==> config.mk <==
export PLATFORM = sky130hd
export DESIGN_NAME = adcm_top
export DESIGN_NICKNAME = d
export VERILOG_FILES = /design/src/logic/adcm_pkg.sv /design/src/logic/adcm_top.sv
export SDC_FILE = /design/constraint.sdc
export NUM_CORES = 1
export LEC_CHECK = 0
export BUFFER_PORTS_ARGS = -buffer_cell sky130_fd_sc_hd__buf_2
export CORE_UTILIZATION = 40
export CTS_CLUSTER_DIAMETER = 120
export DETAILED_ROUTE_END_ITERATION = 8
export GPL_TIMING_DRIVEN = 0
export PLACE_DENSITY_LB_ADDON = 0.2
export SYNTH_ARGS = -nofsm -noshare
export SYNTH_HDL_FRONTEND = slang
export SYNTH_SLANG_ARGS = --single-unit
export TNS_END_PERCENT = 100
==> constraint.sdc <==
create_clock -name clk_sys -period 8.5 [get_ports clk_sys]
set_input_delay 0.85 -clock clk_sys [delete_from_list [all_inputs] [get_ports clk_sys]]
set_output_delay 0.85 -clock clk_sys [all_outputs]
set_load 0.02 [all_outputs]
==> src/logic/adcm_pkg.sv <==
// Package for the converter control and double-data-rate output block.
// Assumes a single system clock; all other users refer to names by package scope.
package adcm_pkg;

	localparam int SAMPLE_W    = 14;                 // Width of one converted sample.
	localparam int SYS_CLK_MHZ = 200;                // System clock rate.
	localparam int EXIT_PD_US  = 3000;               // Power-down exit settle time in microseconds.
	localparam int EXIT_PD_CYC = EXIT_PD_US * SYS_CLK_MHZ; // Cycles of settle after power-down.
	localparam int EXIT_SL_US  = 300;                // Sleep exit settle time in microseconds.
	localparam int EXIT_SL_CYC = EXIT_SL_US * SYS_CLK_MHZ;

	// Offset binary mid-scale and two's complement conversion mask.
	localparam logic [13:0] MID_SCALE = 14'h2000;
	localparam logic [13:0] SIGN_BIT  = 14'h2000;

	// Decoded three-level power-state pin.
	typedef enum logic [1:0] {
		ADCM_PWR_ON    = 2'h0,
		ADCM_PWR_SLEEP = 2'h1,
		ADCM_PWR_DOWN  = 2'h2
	} adcm_pwr_t;

	// Decoded four-level clock-and-format pin.
	typedef enum logic [1:0] {
		ADCM_DIFF_TWOS = 2'h3,
		ADCM_DIFF_OFFB = 2'h2,
		ADCM_SE_TWOS   = 2'h1,
		ADCM_SE_OFFB   = 2'h0
	} adcm_cfmt_t;

	// One converted sample with its over-range flag.
	typedef struct packed {
		logic                over;
		logic [SAMPLE_W-1:0] bits;
	} adcm_sample_t;

endpackage : adcm_pkg

==> src/logic/adcm_top.sv <==
// Digital control and double-data-rate output side of a pipelined 14-bit converter.
// Assumes the analog core hands over one digitised word per sample clock and that the
// strap levels arrive already quantised by comparators into level codes.
// The sample clock is treated as a plain asynchronous pin; its falling edge is found by
// oversampling, so it must run at no more than a quarter of the system clock rate.
// Leaving the on state flushes the pipeline and buffer and starts no new strobe, but a word
// already in its odd half is still sent with its even half and rising strobe.
`timescale 1ns/1ps

module adcm_top #(
	parameter int LATENCY   = 8,
	parameter int EXIT_PD   = adcm_pkg::EXIT_PD_CYC,
	parameter int EXIT_SL   = adcm_pkg::EXIT_SL_CYC
) (
	input  wire logic                          clk_sys,
	input  wire logic                          sys_rst,
	input  wire logic                          sample_clk,
	input  wire logic [1:0]                    power_state_select,
	input  wire logic [1:0]                    clock_format_select,
	input  wire logic [adcm_pkg::SAMPLE_W-1:0] core_word,
	input  wire logic                          core_over,
	output logic      [6:0]                    sample_bits,
	output logic                               output_strobe,
	output logic                               over_range_flag,
	output logic                               data_valid,
	output logic                               settling,
	output logic                               clock_single_ended
);

	// Elaboration checks refuse latency values the shift pipeline cannot serve and exit counts below one.
	if (LATENCY < 2 || LATENCY > 32) begin : g_bad_latency
		$error("LATENCY out of range");
	end
	if (EXIT_PD < 1 || EXIT_SL < 1) begin : g_bad_exit
		$error("Exit counts must be positive");
	end

	// Three-stage synchronisers for pins from outside the clock domain.
	logic [2:0] clk_sync;
	logic [1:0] pwr_s1, pwr_s2, pwr_s3, cf_s1, cf_s2, cf_s3;
	always_ff @(posedge clk_sys or posedge sys_rst) begin
		if (sys_rst) begin
			clk_sync <= 3'h0;
			pwr_s1 <= 2'h2;
			pwr_s2 <= 2'h2;
			pwr_s3 <= 2'h2;
			cf_s1 <= 2'h0;
			cf_s2 <= 2'h0;
			cf_s3 <= 2'h0;
		end else begin
			clk_sync <= {clk_sync[1:0], sample_clk};
			pwr_s1 <= power_state_select;
			pwr_s2 <= pwr_s1;
			pwr_s3 <= pwr_s2;
			cf_s1 <= clock_format_select;
			cf_s2 <= cf_s1;
			cf_s3 <= cf_s2;
		end
	end

	// Falling sample-clock edge holds the sample; level trusted once stages agree.
	logic sclk_hi;
	always_ff @(posedge clk_sys or posedge sys_rst) begin
		if (sys_rst) sclk_hi <= 1'b0;
		else if (clk_sync[2] == clk_sync[1]) sclk_hi <= clk_sync[2];
	end
	wire logic hold_edge = sclk_hi && (clk_sync[2] == clk_sync[1]) && !clk_sync[2];

	// Decode of strap levels, accepted once the last two stages agree.
	adcm_pkg::adcm_pwr_t  pwr;
	adcm_pkg::adcm_cfmt_t cfmt;
	always_ff @(posedge clk_sys or posedge sys_rst) begin
		if (sys_rst) begin
			pwr <= adcm_pkg::ADCM_PWR_DOWN;
			cfmt <= adcm_pkg::ADCM_SE_OFFB;
		end else begin
			if (pwr_s2 == pwr_s3) begin
				case (pwr_s3)
					2'h0:    pwr <= adcm_pkg::ADCM_PWR_ON;
					2'h1:    pwr <= adcm_pkg::ADCM_PWR_SLEEP;
					default: pwr <= adcm_pkg::ADCM_PWR_DOWN;
				endcase
			end
			if (cf_s2 == cf_s3) cfmt <= adcm_pkg::adcm_cfmt_t'(cf_s3);
		end
	end
	wire logic powered = (pwr == adcm_pkg::ADCM_PWR_ON);
	wire logic twos    = (cfmt == adcm_pkg::ADCM_DIFF_TWOS) || (cfmt == adcm_pkg::ADCM_SE_TWOS);
	assign clock_single_ended = !cfmt[1];

	// Settle counter after leaving a low-power state.
	logic [31:0] settle_cnt;
	adcm_pkg::adcm_pwr_t pwr_prev;
	always_ff @(posedge clk_sys or posedge sys_rst) begin
		if (sys_rst) begin
			settle_cnt <= 32'h0;
			pwr_prev <= adcm_pkg::ADCM_PWR_DOWN;
		end else begin
			pwr_prev <= pwr;
			if (powered && pwr_prev == adcm_pkg::ADCM_PWR_DOWN)
				settle_cnt <= 32'(EXIT_PD);
			else if (powered && pwr_prev == adcm_pkg::ADCM_PWR_SLEEP)
				settle_cnt <= 32'(EXIT_SL);
			else if (settle_cnt != 32'h0)
				settle_cnt <= settle_cnt - 32'h1;
		end
	end
	// Settling is reported for the whole count so the receiver can discard early words.
	assign settling = (settle_cnt != 32'h0);

	// Format conversion: two's complement flips the top bit of offset binary.
	function automatic logic [13:0] fmt(input logic [13:0] w, input logic t);
		fmt = t ? (w ^ adcm_pkg::SIGN_BIT) : w;
	endfunction

	// Latency pipeline, cleared while not powered so stale samples are dropped.
	adcm_pkg::adcm_sample_t pipe [LATENCY];
	logic [LATENCY-1:0] pvld;
	always_ff @(posedge clk_sys or posedge sys_rst) begin
		if (sys_rst) begin
			pvld <= '0;
		end else if (!powered) begin
			pvld <= '0;
		end else if (hold_edge) begin
			pvld <= {pvld[LATENCY-2:0], 1'b1};
		end
	end
	always_ff @(posedge clk_sys) begin
		if (hold_edge) begin
			pipe[0] <= '{over: core_over, bits: fmt(core_word, twos)};
			for (int i = 1; i < LATENCY; i++) pipe[i] <= pipe[i-1];
		end
	end

	// Two-entry buffer between pipeline output and the serialiser.
	adcm_pkg::adcm_sample_t buf_mem [2];
	logic [1:0] buf_cnt;
	logic       wr_ptr, rd_ptr;
	wire logic  in_valid  = hold_edge && pvld[LATENCY-1] && powered;
	wire logic  in_ready  = (buf_cnt != 2'h2);
	logic       out_ready;
	wire logic  out_valid = (buf_cnt != 2'h0);
	wire logic  push = in_valid && in_ready;
	// A pop is held off once power is lost, so no strobe starts while the buffer flushes.
	wire logic  pop  = out_valid && out_ready && powered;
	always_ff @(posedge clk_sys or posedge sys_rst) begin
		if (sys_rst) begin
			buf_cnt <= 2'h0;
			wr_ptr <= 1'b0;
			rd_ptr <= 1'b0;
		end else if (!powered) begin
			buf_cnt <= 2'h0;
			wr_ptr <= 1'b0;
			rd_ptr <= 1'b0;
		end else begin
			if (push) wr_ptr <= !wr_ptr;
			if (pop) rd_ptr <= !rd_ptr;
			buf_cnt <= buf_cnt + {1'b0, push} - {1'b0, pop};
		end
	end
	always_ff @(posedge clk_sys) begin
		if (push) buf_mem[wr_ptr] <= pipe[LATENCY-1];
	end

	// Serialiser: odd bits then falling strobe, even bits then rising strobe.
	typedef enum logic [1:0] {ADCM_S_IDLE, ADCM_S_ODD, ADCM_S_EVEN} adcm_ser_t;
	adcm_ser_t ser;
	adcm_pkg::adcm_sample_t cur;
	// The serialiser accepts a new word only from idle or after its even half.
	assign out_ready = (ser == ADCM_S_IDLE) || (ser == ADCM_S_EVEN);
	always_ff @(posedge clk_sys or posedge sys_rst) begin
		if (sys_rst) begin
			ser <= ADCM_S_IDLE;
			cur <= '0;
			sample_bits <= 7'h00;
			output_strobe <= 1'b1;
			over_range_flag <= 1'b0;
			data_valid <= 1'b0;
		end else begin
			data_valid <= powered;
			case (ser)
				ADCM_S_IDLE, ADCM_S_EVEN: begin
					if (pop) begin
						cur <= buf_mem[rd_ptr];
						for (int k = 0; k < 7; k++) sample_bits[k] <= buf_mem[rd_ptr].bits[2*k+1];
						over_range_flag <= buf_mem[rd_ptr].over;
						output_strobe <= 1'b0;
						ser <= ADCM_S_ODD;
					end else begin
						ser <= ADCM_S_IDLE;
					end
				end
				ADCM_S_ODD: begin
					for (int k = 0; k < 7; k++) sample_bits[k] <= cur.bits[2*k];
					output_strobe <= 1'b1;
					ser <= ADCM_S_EVEN;
				end
				default: ser <= ADCM_S_IDLE;
			endcase
		end
	end

endmodule : adcm_top

==> metrics.txt <==
outcome=finished clean; maximum buffer depth of the clock tree=3; drc violations=0; Final nets=620; Crit Path Max Fanout=10; final worst-path cycle share=0.471; post-synthesis simple-gate area fraction=0.0887; Finish-stage setup viols=0; Starting DRT DRC Count=301; gr usage total=0.119; worst path cell trace=or4_1 -> buf_2 -> or4_4 -> nor3_4 -> inv_2 -> buf_6 -> buf_2; Sink Count=235; Post-Synth Adder-Cell Area=0.00561; Max Freq=0.250 GHz; fin crit period=4.01 ns; slack of the critical path=4.49 ns; CP Class=flop to output port; sequential share of power=0.520; Worst Path Buf+Inv=4; CP startpoint=settle_cnt[24]; Avg WL per Cell=14.3 µm; Hold Path Class=input port to asynchronous set/reset pin; endpoints failing hold=0; clock transition at the registers of the reported paths=0.06 ns; Final ANT Viol Nets=0; IO Port Bufs=33; Rel. slew slack=0.127; Gate power share=0.069; ys async rst share=0.362; Post-CTS Setup Bufs=0; Setup crit end kind=output port; CTS tree=built; internal power=1990 µW; dominant synthesized flop cell=edfxtp_1; Worst Reg-to-Reg Cells=8; post-CTS resize count=0; Tightest Pin Transition=1.30 ns; post-synthesis cell count=531; largest area contributor in the netlist=edfxtp_1; Pleak=0.00362 µW; Layout area overhead=16.8%; vias in the first global route=4363; first-pass GRT wire length=21.2 mm; Max VDD drop=0.000161 V; setup tns final=0 ns; post-synthesis average cell area=16.0 µm²; NetSw=572 µW; Core ar.=0.0205 mm²; worst r2r dst=settle_cnt[18]; unrepaired setup endpoints after global routing=false; Switching Share=0.223; Slowest-stage cell, CP=or4_4; largest net degree at the start of global routing=63; Synth cell types=55; post-synthesis sequential area ratio=0.783; Worst path max stage delay=0.58 ns; Synth warnings=0; vias=4367; IO Pins=34; top-count cell post-synth=edfxtp_1; worst path required time=7.65 ns; Die ar.=0.0218 mm²; filler cell count=1754; die width=148 µm; post-DP HPWL=7.82 mm; clk root buf=clkbuf_16; mux contribution to synthesized area=0.0283; Post-synth EDFFs=150; CTS Hold Buffers Added=0; Startpoint Class=flop; CTS buffer count=25; DRT Wirelength=12.6 mm; RR Startpoint=settle_cnt[0]; top post-synthesis cells by count=edfxtp_1 (150), dfrtp_1 (79), nor2_1 (50); CP most frequent cell=buf_2; Core Rows=52; antenna violations before repair=0; Synth Area in XOR/XNOR=0.0207; Final GP Congestion=0.786; # diodes=0; largest family of logic cells by synthesized area=simple AND/OR/NAND/NOR gates; Worst R2R Setup Slack=5.55 ns; CP delay by family, top=simple AND/OR/NAND/NOR gates; mapped cell area=0.00847 mm²; Final Skew=0.0115 ns; net count after synthesis=556; Area contributors post-synth=edfxtp_1 (53%), dfrtp_1 (23%), mux2i_1 (2.8%), nor2_1 (2.2%), dfstp_2 (1.9%); gr ovfl total=0; Via-to-Cell Ratio=4.94; Arr. time, crit path=3.16 ns; pre-CTS setup slack=4.98 ns; Die H=148 µm; PD cells=259 mW/mm²; worst skew pair latency=0.50 ns; Initial Utilization=0.413; pins over their slew limit=0; post-synthesis compound-gate area fraction=0.0588; # H-tree levels=1; power share of the clock group=0.411; Max Cap Viol=0; Pre-Repair DR Iteration Count=4; share of layout cells above drive strength 1=0.179; share of the synthesized area in the top cell type=0.532; FF+latch count, synth=235
[routing by layer]
| layer | up-vias | GRT usage | part of all wire |
|---|---|---|---|
| met2 | 90 | 0.196 | 0.48 |
| met4 | 0 | 0.0474 | 0.019 |
| met1 | 2144 | 0.156 | 0.45 |
| li1 | 2115 | - | - |
| met3 | 18 | 0.0222 | 0.045 |
| met5 | - | 0 | 0 |
[registers in the layout, summed over array words and instances, names as in the netlist]
| signal | count |
|---|---|
| cur | 7 |
| ser | 2 |
| clk_sync | 3 |
| sample_bits | 7 |
| over_range_flag | 1 |
| pipe | 120 |
| data_valid | 1 |
| buf_cnt | 2 |
| pwr_s3 | 2 |
| pvld | 8 |
| wr_ptr | 1 |
| pwr | 2 |
| rd_ptr | 1 |
| pwr_s1 | 2 |
| sclk_hi | 1 |
| settle_cnt | 32 |
| cfmt | 2 |
| pwr_prev | 2 |
| cf_s3 | 2 |
| cf_s2 | 2 |
| output_strobe | 1 |
| cf_s1 | 2 |
| buf_mem | 30 |
| pwr_s2 | 2 |
[layout by cell type (no fill, tap or decap), drive strengths merged, types with 6 or more instances in the layout]
master  instances
o21ai          24
xor2            9
inv            13
dfstp           6
buf            42
nand2          25
nor2           50
nor4            8
nor3            9
dfrtp          79
clkinv          7
mux2i          24
xnor2          11
edfxtp        150
a21oi          28
o31ai           6
nand3           6
clkbuf         45
or4            14
[cells by family after synthesis]
kind of cell    count (synthesis)
buf+inv                        28
compound gates                 80
flops                         235
mux                            24
fa+ha+maj                       4
xor+xnor                       20
simple gates                  140
[stage by stage]
stage          power (µW)  std cells  hold WS (ns)  area (µm²)   util
3_3_place_gp         1520        834         0.331        8980  0.438
3_5_place_dp         1530        838         0.335        9070  0.442
6_report             2570        884         0.324        9890  0.483
5_1_grt              2680        884         0.334        9890  0.483
4_1_cts              2600        884         0.317        9890  0.483
2_1_floorplan        1480        531         0.331        8470      -
[power groups by stage]
stage	clock network (µW)	registers [µW]	logic, µW
floorplan	0	1350	133
global placement	0	1360	166
detailed placement	0	1360	177
CTS	1090	1330	178
global route	1140	1340	197
finish	1050	1340	176
[cell type report]
cell class,count,area [µm²],area share
well taps,270,338,0.0341
flip-flops and latches,235,6640,0.671
inverters,11,43.8,0.00443
clock inverters,13,130,0.0132
multi-input cells,268,1710,0.173
plain buffers,17,82.6,0.00835
clock buffers,33,696,0.0703
repair buffers,37,253,0.0255
[how the worst max path moves through the flow]
stage | to | slack, ns | depth (start not counted)
floorplan | buf_mem[0][0] | 2.09 | 4
CTS | settling | 4.43 | 7
global placement | buf_mem[0][0] | 0.25 | 4
finish | settling | 4.49 | 7
detailed placement | settling | 4.98 | 7
global route | settling | 4.34 | 7
(Power assumes the default switching activity.)
